## config.mk

```make
export PLATFORM = sky130hd
export DESIGN_NAME = dfs_driver_fault_status_regs
export DESIGN_NICKNAME = d
export VERILOG_FILES = /design/src/design/dfs_uld_filter.v /design/src/design/dfs_driver_fault_status_regs.v
export VERILOG_INCLUDE_DIRS = /design/src /design/src/design
export SDC_FILE = /design/constraint.sdc
export NUM_CORES = 1
export LEC_CHECK = 0
export BUFFER_PORTS_ARGS = -buffer_cell sky130_fd_sc_hd__buf_2
export CORE_MARGIN = 4
export CORE_UTILIZATION = 25
export CTS_CLUSTER_DIAMETER = 60
export DETAILED_ROUTE_END_ITERATION = 8
export REMOVE_ABC_BUFFERS = 1
export SYNTH_ARGS = -nofsm -noshare
export SYNTH_HDL_FRONTEND = slang
export SYNTH_HIERARCHICAL = 1
export SYNTH_SLANG_ARGS = --single-unit
```

## constraint.sdc

```tcl
create_clock -name clk_sys -period 2.3 [get_ports clk_sys]
set_input_delay 0.23 -clock clk_sys [delete_from_list [all_inputs] [get_ports clk_sys]]
set_output_delay 0.23 -clock clk_sys [all_outputs]
set_load 0.05 [all_outputs]
```

## src/design/dfs_regs.vh

```
// Purpose: Constants of the driver diagnostic status bank
// Assumes: 6-bit register index, 16-bit data
// Notes: Header only
`ifndef DFS_REGS_VH
`define DFS_REGS_VH
`define DFS_ADDR_W 6
`define DFS_DATA_W 16
`define DFS_OFS_ULD 6'h11
`define DFS_OFS_SUP 6'h12
`define DFS_OFS_CFG 6'h3F
`define DFS_ULD_LSB 6
`define DFS_ULD_MSB 9
`define DFS_BIT_UV 3
`define DFS_BIT_OV 2
`define DFS_BIT_TWM 3
`define DFS_BIT_ULDM 1
`define DFS_BIT_SWAP 0
`define DFS_CFG_MASK 16'h000B
`define DFS_RST_VAL 16'h0000
`define DFS_ULD_FILT_NS 2000
`define DFS_ULD_FILT_CYC 12'h1F4
`define DFS_CLK_NS 4
`endif

```

## src/design/dfs_uld_filter.v

```verilog
// Purpose: Underload filter for one output switch
// Assumes: Inputs already synchronised
// Notes: Goes high and stays high while low current persists while on
`timescale 1ns/10ps
`default_nettype none
module dfs_uld_filter #(
  parameter CNT_W = 12,
  parameter [11:0] FILT_CYC = 12'h1F4
) (
  input wire clk_sys,
  input wire rst_n,
  input wire out_on,
  input wire low_cur,
  output reg detect_q
);
  reg [CNT_W-1:0] cnt_q;
  // ----------------------------------------
  // Filter counter
  // ----------------------------------------
  always @(posedge clk_sys or negedge rst_n)
  begin
    if (!rst_n)
    begin
      cnt_q <= {CNT_W{1'b0}};
      detect_q <= 1'b0;
    end
    else if (out_on && low_cur)
    begin
      if (cnt_q >= FILT_CYC - 12'h001)
      begin
        detect_q <= 1'b1;
      end
      else
      begin
        cnt_q <= cnt_q + {{(CNT_W-1){1'b0}}, 1'b1};
        detect_q <= 1'b0;
      end
    end
    else
    begin
      cnt_q <= {CNT_W{1'b0}};
      detect_q <= 1'b0;
    end
  end
endmodule // dfs_uld_filter
`default_nettype wire

```

## src/design/dfs_driver_fault_status_regs.v

```verilog
// Purpose: Diagnostic status and configuration bank of a half-bridge driver
// Assumes: Register port with read, read-and-clear and write strobes
// Notes: Fault inputs are asynchronous and pass three flip-flops
// Operation
// - Four underload flags sit in bits nine down to six.
// - Underload judged only while on, after the filter time.
// - Any underload flag raises the global underload indication.
// - Global underload mask hides global indication; per-output flags stay.
// - Undervoltage switches all outputs off and sets bit three.
// - Overvoltage switches all outputs off and sets bit two.
// - Latch select clear: outputs return when supply recovers.
// - Latch select set: outputs stay off until host clears flag.
// - Thermal warning mask hides the global thermal warning.
// - Remap zero: output two follows PWM two; one: PWM one.
`include "dfs_regs.vh"
`timescale 1ns/10ps
`default_nettype none
module dfs_driver_fault_status_regs #(
  parameter [11:0] ULD_FILT_CYC = `DFS_ULD_FILT_CYC
) (
  input wire clk_sys,
  input wire rst_n,
  input wire [5:0] reg_addr,
  input wire reg_rd,
  input wire reg_rc,
  input wire reg_wr,
  input wire [15:0] reg_wdata,
  output reg [15:0] reg_rdata_q,
  input wire supply_fault_latch_select,
  input wire [3:0] sw_on_req,
  input wire [3:0] sw_low_cur,
  input wire supply_uv,
  input wire supply_ov,
  input wire thermal_warn_raw,
  input wire pwm1,
  input wire pwm2,
  output reg [3:0] sw_enable_q,
  output reg out1_pwm_q,
  output reg out2_pwm_q,
  output reg global_underload_q,
  output reg thermal_warning_flag_q
);
  reg [2:0] s_uv_q;
  reg [2:0] s_ov_q;
  reg [2:0] s_tw_q;
  reg [2:0] s_p1_q;
  reg [2:0] s_p2_q;
  reg [2:0] s_lc_q [0:3];
  reg [3:0] per_output_underload_flag_q;
  reg supply_undervoltage_flag_q;
  reg supply_overvoltage_flag_q;
  reg [15:0] cfg_q;
  reg uv_stable_q;
  reg ov_stable_q;
  reg tw_stable_q;
  reg p1_stable_q;
  reg p2_stable_q;
  reg [3:0] lc_stable_q;
  wire [3:0] uld_det;
  wire rc_uld = reg_rc && (reg_addr == `DFS_OFS_ULD);
  wire rc_sup = reg_rc && (reg_addr == `DFS_OFS_SUP);
  wire global_underload_mask = cfg_q[`DFS_BIT_ULDM];
  wire thermal_warning_mask = cfg_q[`DFS_BIT_TWM];
  wire pwm_remap = cfg_q[`DFS_BIT_SWAP];
  wire supply_block;
  // Stable value once second and third stages agree
  function filt;
    input [2:0] s;
    input prev;
    begin
      filt = (s[1] == s[2]) ? s[2] : prev;
    end
  endfunction
  // ----------------------------------------
  // Input synchronisers
  // ----------------------------------------
  integer i;
  always @(posedge clk_sys or negedge rst_n)
  begin
    if (!rst_n)
    begin
      s_uv_q <= 3'h0;
      s_ov_q <= 3'h0;
      s_tw_q <= 3'h0;
      s_p1_q <= 3'h0;
      s_p2_q <= 3'h0;
      uv_stable_q <= 1'b0;
      ov_stable_q <= 1'b0;
      tw_stable_q <= 1'b0;
      p1_stable_q <= 1'b0;
      p2_stable_q <= 1'b0;
      lc_stable_q <= 4'h0;
      for (i = 0; i < 4; i = i + 1)
        s_lc_q[i] <= 3'h0;
    end
    else
    begin
      s_uv_q <= {s_uv_q[1:0], supply_uv};
      s_ov_q <= {s_ov_q[1:0], supply_ov};
      s_tw_q <= {s_tw_q[1:0], thermal_warn_raw};
      s_p1_q <= {s_p1_q[1:0], pwm1};
      s_p2_q <= {s_p2_q[1:0], pwm2};
      uv_stable_q <= filt(s_uv_q, uv_stable_q);
      ov_stable_q <= filt(s_ov_q, ov_stable_q);
      tw_stable_q <= filt(s_tw_q, tw_stable_q);
      p1_stable_q <= filt(s_p1_q, p1_stable_q);
      p2_stable_q <= filt(s_p2_q, p2_stable_q);
      for (i = 0; i < 4; i = i + 1)
      begin
        s_lc_q[i] <= {s_lc_q[i][1:0], sw_low_cur[i]};
        lc_stable_q[i] <= filt(s_lc_q[i], lc_stable_q[i]);
      end
    end
  end
  // ----------------------------------------
  // Underload filters
  // ----------------------------------------
  genvar g;
  generate
    for (g = 0; g < 4; g = g + 1)
    begin : g_uld
      dfs_uld_filter #(
        .CNT_W(12),
        .FILT_CYC(ULD_FILT_CYC)
      ) u_filt (
        .clk_sys(clk_sys),
        .rst_n(rst_n),
        .out_on(sw_enable_q[g]),
        .low_cur(lc_stable_q[g]),
        .detect_q(uld_det[g])
      );
    end
  endgenerate
  // ----------------------------------------
  // Status flags
  // ----------------------------------------
  always @(posedge clk_sys or negedge rst_n)
  begin
    if (!rst_n)
    begin
      per_output_underload_flag_q <= 4'h0;
      supply_undervoltage_flag_q <= 1'b0;
      supply_overvoltage_flag_q <= 1'b0;
    end
    else
    begin
      // Set wins over clear
      per_output_underload_flag_q <= uld_det |
        (rc_uld ? 4'h0 : per_output_underload_flag_q);
      supply_undervoltage_flag_q <= uv_stable_q |
        (rc_sup ? 1'b0 : supply_undervoltage_flag_q);
      supply_overvoltage_flag_q <= ov_stable_q |
        (rc_sup ? 1'b0 : supply_overvoltage_flag_q);
    end
  end
  // ----------------------------------------
  // Configuration register
  // ----------------------------------------
  always @(posedge clk_sys or negedge rst_n)
  begin
    if (!rst_n)
      cfg_q <= `DFS_RST_VAL;
    else if (reg_wr && (reg_addr == `DFS_OFS_CFG))
      cfg_q <= reg_wdata & `DFS_CFG_MASK;
  end
  // ----------------------------------------
  // Read data
  // ----------------------------------------
  always @(posedge clk_sys or negedge rst_n)
  begin
    if (!rst_n)
      reg_rdata_q <= `DFS_RST_VAL;
    else if (reg_rd || reg_rc)
    begin
      reg_rdata_q <= `DFS_RST_VAL;
      if (reg_addr == `DFS_OFS_ULD)
        reg_rdata_q[`DFS_ULD_MSB:`DFS_ULD_LSB] <=
          per_output_underload_flag_q;
      else if (reg_addr == `DFS_OFS_SUP)
      begin
        reg_rdata_q[`DFS_BIT_UV] <= supply_undervoltage_flag_q;
        reg_rdata_q[`DFS_BIT_OV] <= supply_overvoltage_flag_q;
      end
      else if (reg_addr == `DFS_OFS_CFG)
        reg_rdata_q <= cfg_q;
    end
  end
  // ----------------------------------------
  // Output stage control
  // ----------------------------------------
  assign supply_block = uv_stable_q || ov_stable_q ||
    (supply_fault_latch_select &&
    (supply_undervoltage_flag_q || supply_overvoltage_flag_q));
  always @(posedge clk_sys or negedge rst_n)
  begin
    if (!rst_n)
    begin
      sw_enable_q <= 4'h0;
      out1_pwm_q <= 1'b0;
      out2_pwm_q <= 1'b0;
      global_underload_q <= 1'b0;
      thermal_warning_flag_q <= 1'b0;
    end
    else
    begin
      sw_enable_q <= supply_block ? 4'h0 : sw_on_req;
      out1_pwm_q <= p1_stable_q;
      out2_pwm_q <= pwm_remap ? p1_stable_q : p2_stable_q;
      global_underload_q <= (|per_output_underload_flag_q) &&
        !global_underload_mask;
      thermal_warning_flag_q <= tw_stable_q && !thermal_warning_mask;
    end
  end
endmodule // dfs_driver_fault_status_regs
`default_nettype wire

```

# Word-level counts from Yosys, hierarchy flattened
# Cells that the tools add are included.
# W data, S select, Z words.
# word_totals
reg_bits,121
# op_classes
addsub,4
n_lt_le_gt_ge,4
n_eq_ne,16
mux,28
n_bitwise,3
n_reduce_logical,17
# ops
cell,n
$mux W12,9
$add A12 B1 Y12 const B,4
$ge A12 B9 Y1 const B,4
$mux W4,4
$eq A6 B5 Y1 const B,2
$mux W6,2
$mux W1,11
$logic_and A1 B1 Y1,10
$eq A1 B1 Y1,9
$ne A2 B2 Y1 const B,4
$eq A6 B6 Y1 const B,1
$logic_or A1 B1 Y1,4
$mux W2,2
$or A4 B4 Y4,1
$reduce_or A4 Y1,1
$logic_not A1 Y1,2
$or A1 B1 Y1,2

# Depth between registers and ports, before layout
# Gate-level depths: netlist of run 1.
# logic_depth
depth_word,4
ltp_mapped,5
mapped_depth_nobuf,5

# Hierarchy
# The synthesis of run 1 kept the hierarchy.
# by_module_without_submodules
module,instances,cells_per_inst,area_per_inst_um2,seq_area_each_um2
dfs_uld_filter,4,57,648.1,325.3
dfs_driver_fault_status_regs,1,134,1999.4,1526.5

# Least setup slack after synthesis of run 1
# No wires, ideal clock.
# synth_path
path_type,input -> register
startpoint,in reg_addr[5]
endpoint,reg per_output_underload_flag_q[0]
arrival_time_ns,1.589
t_required_ns,2.182
path_slack_ns,0.593
path_stages,4
n_path_buf,0
path_cell_list,or4b_1 > or3b_4 > or2_4 > a21o_1
# synth_between
elab_chain_len,4
# synth_rtl
element,line,rtl
from (decl),dfs_driver_fault_status_regs.v:23,"input wire [5:0] reg_addr,"
$eq A6 B5 Y1 (no line),-,
$logic_and A1 B1 Y1,dfs_driver_fault_status_regs.v:60,wire rc_uld = reg_rc && (reg_addr == `DFS_OFS_ULD);
$mux W4,dfs_driver_fault_status_regs.v:149,(rc_uld ? 4'h0 : per_output_underload_flag_q);
$or A4 B4 Y4,dfs_driver_fault_status_regs.v:148,per_output_underload_flag_q <= uld_det |
to (signal assigned),dfs_driver_fault_status_regs.v:148,
to (decl),dfs_driver_fault_status_regs.v:49,reg [3:0] per_output_underload_flag_q;
# No other way between the ends.
# A chain may end at the register's enable or synchronous reset.

# Worst setup path in the final report of run 1
# layout_path
startpoint,in reg_addr[5]
endpoint,reg per_output_underload_flag_q[2]
# The elaborated chain is that of the path after synthesis.

==> results of run 1 <==
logic make-up (layout without fill, tap and decap cells):
logic type | Yosys count | after routing
flops | 113 | 113
simple gates | 133 | 133
xor+xnor | 12 | 12
other cells | 1 | 8
compound gates | 48 | 48
mux | 20 | 20
fa+ha+maj | 13 | 13
buf+inv | 22 | 102
cells in the final DEF, fill, tap and decap left out, types with 13 or more instances in the layout:
master       n
and3_1      16
clkbuf_16   17
buf_2       42
nand4_1     13
inv_1       13
mux2i_1     16
nand2_1     26
dfrtp_1    113
nand3_1     16
nor2_1      24
o21ai_0     13
cell type report:
cell class              count  area, um2  share of cell area, %
inverters                  13       48.8                  0.836
well taps                 229        287                   4.91
clock buffers              17        425                   7.29
repair buffers             57        360                   6.17
flip-flops and latches    113       2830                   48.4
multi-input cells         234       1680                   28.7
clock inverters            15        210                   3.60
path summary, 6_finish.rpt:
| path | depth (start not counted) | slack [ns] | endpoint | startpoint |
|---|---|---|---|---|
| min in group asynchronous | 2 | 0.43 | g_uld[2].u_filt/cnt_q[7]$_DFFE_PN0P_ | rst_n |
| min | 2 | 0.07 | sw_enable_q[3]$_DFF_PN0_ | sw_on_req[3] |
| max in group asynchronous | 3 | 1.10 | g_uld[3].u_filt/cnt_q[2]$_DFFE_PN0P_ | rst_n |
| max | 5 | 0.80 | per_output_underload_flag_q[2]$_DFF_PN0_ | reg_addr[5] |
| max reg2reg | 4 | 0.81 | g_uld[1].u_filt/cnt_q[4]$_DFFE_PN0P_ | g_uld[1].u_filt/cnt_q[10]$_DFFE_PN0P_ |
| min reg2reg | 0 | 0.35 | s_uv_q[1]$_DFF_PN0_ | s_uv_q[0]$_DFF_PN0_ |
routing by layer:
layer | up-vias | wire (um)
met4 | 0 | 99
li1 | 1440 | -
met3 | 9 | 290
met1 | 1485 | 4450
met5 | - | 0
met2 | 54 | 4370
where the power goes:
group          leakage (nW)  switching, mW  internal, mW
Sequential             1.48         0.0458          2.05
Clock                 0.304          0.937          1.83
Combinational         0.900          0.140        0.0694
worst max-delay path, stage by stage:
cell	delay [ns]
buf_2	0.10
or4b_1	0.54
or3b_4	0.46
or2_4	0.26
a21o_1	0.18
sequential cells by signal, indices dropped and copies added, names as in the netlist, 3 cells and up:
name                         count
s_p1_q                           3
reg_rdata_q                      8
sw_enable_q                      4
per_output_underload_flag_q      4
s_uv_q                           3
s_p2_q                           3
cfg_q                            3
s_tw_q                           3
g_uld.u_filt/detect_q            4
s_lc_q                          12
g_uld.u_filt/cnt_q              48
lc_stable_q                      4
s_ov_q                           3
==> results.py, run 1 <==
metrics = {
    "detailed_routing": {
        "drc_errors": 0,
        "vias_per_cell": 4.41,
        "wl_per_cell_um": 13.6,
        "vias": 2988,
        "drt_pre_antenna_iters": 4,
        "wl_um": 9210,
        "ant_nets": 0,
        "drtIter0Drc": 167,
    },
    "global_routing": {
        "grt_pass1_wl_um": 15600,
        "grt_use_met3_pct": 2.86,
        "track_usage_pct": 9.53,
        "use_met2_pct": 14.6,
        "grtUsageMet1_pct": 12.8,
        "top_usage_layer": "met2",
        "grt_pass1_vias": 3090,
        "antenna_found_initial": 0,
        "grt.overflow.total": 0,
        "grt_max_degree": 49,
    },
    "sta": {
        "finClkSkew_ns": 0.00528,
        "max-slew-margin-rel_pct": 58.2,
        "tns_ns": 0,
        "hold_slack_ns": 0.0654,
        "finalSetupViolations": 0,
        "rsz0062_at_grt": "no",
        "min_period_ns": 1.50,
        "hold_viol_final": 0,
        "setup_slack_ns": 0.797,
        "worstMarginPinSlew_ns": 0.627,
        "period_share_pct": 65.3,
        "slew_viol_final": 0,
        "fmax_mhz": 665,
    },
    "synth": {
        "ys.flop_type": "dfrtp_1",
        "yosysSeqAreaShare_pct": 61.6,
        "synth.area.top_cells": "dfrtp_1 (62%), mux2i_1 (3.5%), xor2_1 (2.3%)",
        "syn_area_um2": 4590,
        "synth_mux_area_share_pct": 4.47,
        "netlist.area_leader.share_pct": 61.6,
        "synth_common_cells": "dfrtp_1 (113), nand2_1 (26), nor2_1 (24)",
        "synth_fa_ha_area_share_pct": 3.05,
        "synth_seq_cells": 113,
        "async_reset_ff_share_pct": 100,
        "synth-xor-area-share_pct": 2.29,
        "yosysTopAreaCell": "dfrtp_1",
        "syn_inst": 362,
        "synth-compound-area-share_pct": 8.23,
        "synth-simple-area-share_pct": 17.8,
        "synth_cell_types": 36,
        "ys_warn_count": 6,
        "yosysMostFrequentCell": "dfrtp_1",
        "synth_edf_count": 0,
        "avgSynthCellArea_um2": 12.7,
        "synth_top_family_by_area": "simple AND/OR/NAND/NOR gates",
    },
    "placement": {
        "place_congestion": 0.834,
        "dp_hpwl_um": 6530,
        "portBuffers": 43,
        "dpl_cell_area_um2": 5100,
        "placed_cells": 636,
        "post-place-ws_ns": 0.396,
    },
    "die": {
        "rows": 49,
        "ioPinCount": 65,
        "start_util_pct": 25.5,
        "dieArea_um2": 20600,
        "die_y_um": 144,
        "die_x_um": 144,
        "core_um2": 18000,
    },
    "final_layout": {
        "layout-drive-gt1-share_pct": 25.2,
        "fin_area_um2": 5840,
        "final_nets": 481,
        "finalNonFillerCells": 678,
        "final_core_util_pct": 32.4,
        "areaGrowthSynthToFinish_pct": 27.1,
        "fillers": 1826,
        "num_antenna_cells": 0,
    },
    "worst_setup_path": {
        "cp.arrival_ns": 1.79,
        "required_ns": 2.59,
        "end_kind": "register",
        "crit_fanout": 5,
        "start_kind": "input pin",
        "worstSetupPathType": "input pin to register",
    },
    "clock_network": {
        "cts_tree": "yes",
        "insertion_delay_ns": 0.40,
        "ctsResizeCount": 0,
        "cts_setup_buffers": 0,
        "cts_root_buf": "clkbuf_16",
        "cts_sinks": 113,
        "h-tree-depth": 4,
        "clk_pin_slew_ns": 0.05,
        "cts.path.max_buffers": 2,
        "cts_hold_buf": 10,
        "cts_buffers": 17,
    },
    "power": {
        "leakage_nw": 2.68,
        "power_density_nw_per_um2": 868,
        "peakVddDrop_v": 0.000389,
        "power.total_mw": 5.07,
    },
    "job": {
        "drv_cap": 0,
    },
    "run_status": {
        "outcome": "finished clean",
    },
    "hold_path": {
        "hp-class": "input pin to register",
    },
}
Note: power is estimated with default switching activity, not from simulation.
==> run 2: changes to the inputs <==
Clock period 2.3 ns to 1.5 ns, I/O delays scaled along.
==> results.py, run 2 (same netlist as run 1, synthesis figures left out) <==
metrics = {
    "worst_setup_path": {
        "cpMaxStageDelayCell": "dfrtp_1",
        "rr_worst_depth": 5,
        "end_kind": "register",
        "required_ns": 1.78,
        "r2r_start": "g_uld[0].u_filt/cnt_q[0]$_DFFE_PN0P_",
        "crit_fanout": 4,
        "cp.arrival_ns": 1.70,
        "start_kind": "register",
        "r2r_end": "g_uld[0].u_filt/cnt_q[1]$_DFFE_PN0P_",
        "rrSetupSlack_ns": 0.08,
        "worstSetupPathType": "register to register",
        "cpPeakStageDelay_ns": 0.42,
        "path_cells": "ha_1, nor3_1, o31ai_4, mux2i_1, nor2_1",
    },
    "global_routing": {
        "grt_pass1_wl_um": 15300,
        "grt.overflow.total": 0,
        "antenna_found_initial": 0,
        "grt_pass1_vias": 3231,
        "grt_max_degree": 39,
        "track_usage_pct": 9.40,
    },
    "final_layout": {
        "fin_area_um2": 5980,
        "final_core_util_pct": 33.2,
        "layout-drive-gt1-share_pct": 26.3,
        "largest_reg_flops": 48,
        "final_cell_mix": "dfrtp_1 (113), buf_2 (42), nand2_1 (26), nor2_1 (24), clkbuf_16 (17)",
        "final_nets": 496,
        "final_common_cell": "dfrtp_1",
        "num_antenna_cells": 0,
        "areaGrowthSynthToFinish_pct": 30.2,
        "largestRegisters": "g_uld.u_filt/cnt_q: 48 flops, s_lc_q: 12 flops, reg_rdata_q: 8 flops",
        "top_register": "g_uld.u_filt/cnt_q",
    },
    "hold_path": {
        "worstHoldStart": "sw_on_req[2]",
        "hp-class": "input pin to register",
        "min_path_cells": 2,
        "hold_path_end": "sw_enable_q[2]$_DFF_PN0_",
    },
    "die": {
        "rows": 49,
        "core_um2": 18000,
        "die_y_um": 144,
        "start_util_pct": 25.5,
        "dieArea_um2": 20600,
        "ioPinCount": 65,
        "die_x_um": 144,
    },
    "power": {
        "internal_power_mw": 6.21,
        "peakVddDrop_v": 0.000781,
        "leakage_nw": 2.75,
        "combPwrFrac_pct": 4.4,
        "switching_share_pct": 21.2,
        "power_density_nw_per_um2": 1320,
        "p_seq_share_pct": 40.8,
        "pwr-share-clk_pct": 54.9,
        "p_switching_mw": 1.67,
    },
    "sta": {
        "min_period_ns": 1.42,
        "finalSetupViolations": 0,
        "hold_viol_final": 0,
        "fmax_mhz": 704,
        "setup_slack_ns": 0.0786,
        "finClkSkew_ns": 0.0153,
        "period_share_pct": 94.8,
        "slew_viol_final": 0,
    },
    "clock_network": {
        "clk_pin_slew_ns": 0.05,
        "cts.path.max_buffers": 2,
        "insertion_delay_ns": 0.40,
        "cts_root_buf": "clkbuf_16",
        "cts_sinks": 113,
        "cts_tree": "yes",
        "cts_buffers": 17,
        "h-tree-depth": 4,
        "ctsResizeCount": 0,
    },
    "run_status": {
        "outcome": "finished clean",
    },
    "job": {
        "drv_cap": 0,
    },
    "detailed_routing": {
        "drt_pre_antenna_iters": 4,
        "vias": 3069,
        "drtIter0Drc": 142,
        "vias_per_cell": 4.43,
        "wl_per_cell_um": 13.2,
        "drc_errors": 0,
        "wl_um": 9170,
        "ant_nets": 0,
    },
    "placement": {
        "place_congestion": 0.806,
        "post-place-ws_ns": -0.284,
        "dpl_cell_area_um2": 5170,
        "portBuffers": 43,
        "dp_hpwl_um": 6620,
    },
}
## run 2: changes by cell type in the layout (fill, tap and decap cells not counted)
cell / previous run / this run
clkinv_2: 1 / 3
clkinv_4: 6 / 1
buf_12: 1 / 2
buf_4: 4 / 13
dlygate4sd3_1: 10 / 15
bufinv_16: 4 / 5
clkinvlp_4: 2 / 4
clkbuf_1: 0 / 1
inv_6: 2 / 1
## run 2: power by group through the flow
stage	registers [mW]	logic [mW]	clock network (mW)
3_5_place_dp	3.26	0.320	0
2_1_floorplan	3.29	0.112	0
4_1_cts	3.21	0.351	4.44
6_report	3.21	0.343	4.32
3_3_place_gp	3.26	0.314	0
5_1_grt	3.22	0.380	4.58
## run 2: critical path: cells and delay by family (launching register included)
kind                       cells  cell delay [ns]
DFF                            1             0.42
adders and majority gates      1             0.25
and+or+nand+nor                2             0.35
muxes                          1             0.18
AOI/OAI and AO/OA              1             0.11
## run 2: layer usage
metal	global-route usage [%]	part of all wire [%]	wire length, um	vias to the layer above
met2	14.6	49	4500	65
li1	-	-	-	1458
met4	4.41	2.0	187	0
met5	0	0	0	-
met1	12.1	46	4210	1530
met3	2.76	3.0	275	16
## run 2: what timing repair did
item / 4_1_cts / 5_1_grt
hold buffers: 15 / 0
setup endpoints to repair: 0 / 3
buffers inserted: 0 / 3
endpoints found under the hold margin: 37 / 0
## run 2: how the worst max path moves through the flow
stage | start | endpoint | slack [ns] | cells past startpoint
5_1_grt | g_uld[1].u_filt/cnt_q[0]$_DFFE_PN0P_ | g_uld[1].u_filt/cnt_q[1]$_DFFE_PN0P_ | -0.008 | 5
2_1_floorplan | reg_addr[5] | per_output_underload_flag_q[0]$_DFF_PN0_ | -0.13 | 4
3_5_place_dp | reg_addr[5] | per_output_underload_flag_q[0]$_DFF_PN0_ | -0.28 | 5
3_3_place_gp | reg_addr[5] | per_output_underload_flag_q[1]$_DFF_PN0_ | -0.26 | 5
6_report | g_uld[0].u_filt/cnt_q[0]$_DFFE_PN0P_ | g_uld[0].u_filt/cnt_q[1]$_DFFE_PN0P_ | 0.08 | 5
4_1_cts | g_uld[1].u_filt/cnt_q[0]$_DFFE_PN0P_ | g_uld[1].u_filt/cnt_q[1]$_DFFE_PN0P_ | 0.07 | 5
## run 2: layout make-up
cell class,count,area (um2)
fillers,1796,12000
multi-input cells,234,1680
repair buffers,72,498
flip-flops and latches,113,2830
clock buffers,18,429
inverters,13,48.8
clock inverters,14,213
well taps,229,287
## run 2: stage by stage
| stage | hold slack [ns] | std cells | TNS, ns | power, mW |
|---|---|---|---|---|
| after floorplan | -0.146 | 360 | -0.507 | 3.40 |
| after global placement | 0.0981 | 643 | -1.54 | 3.58 |
| after detailed placement | 0.0970 | 643 | -1.73 | 3.58 |
| after CTS | 0.0175 | 690 | 0 | 8.00 |
| after global routing | 0.0389 | 693 | -0.0112 | 8.18 |
| final | 0.0422 | 693 | 0 | 7.87 |
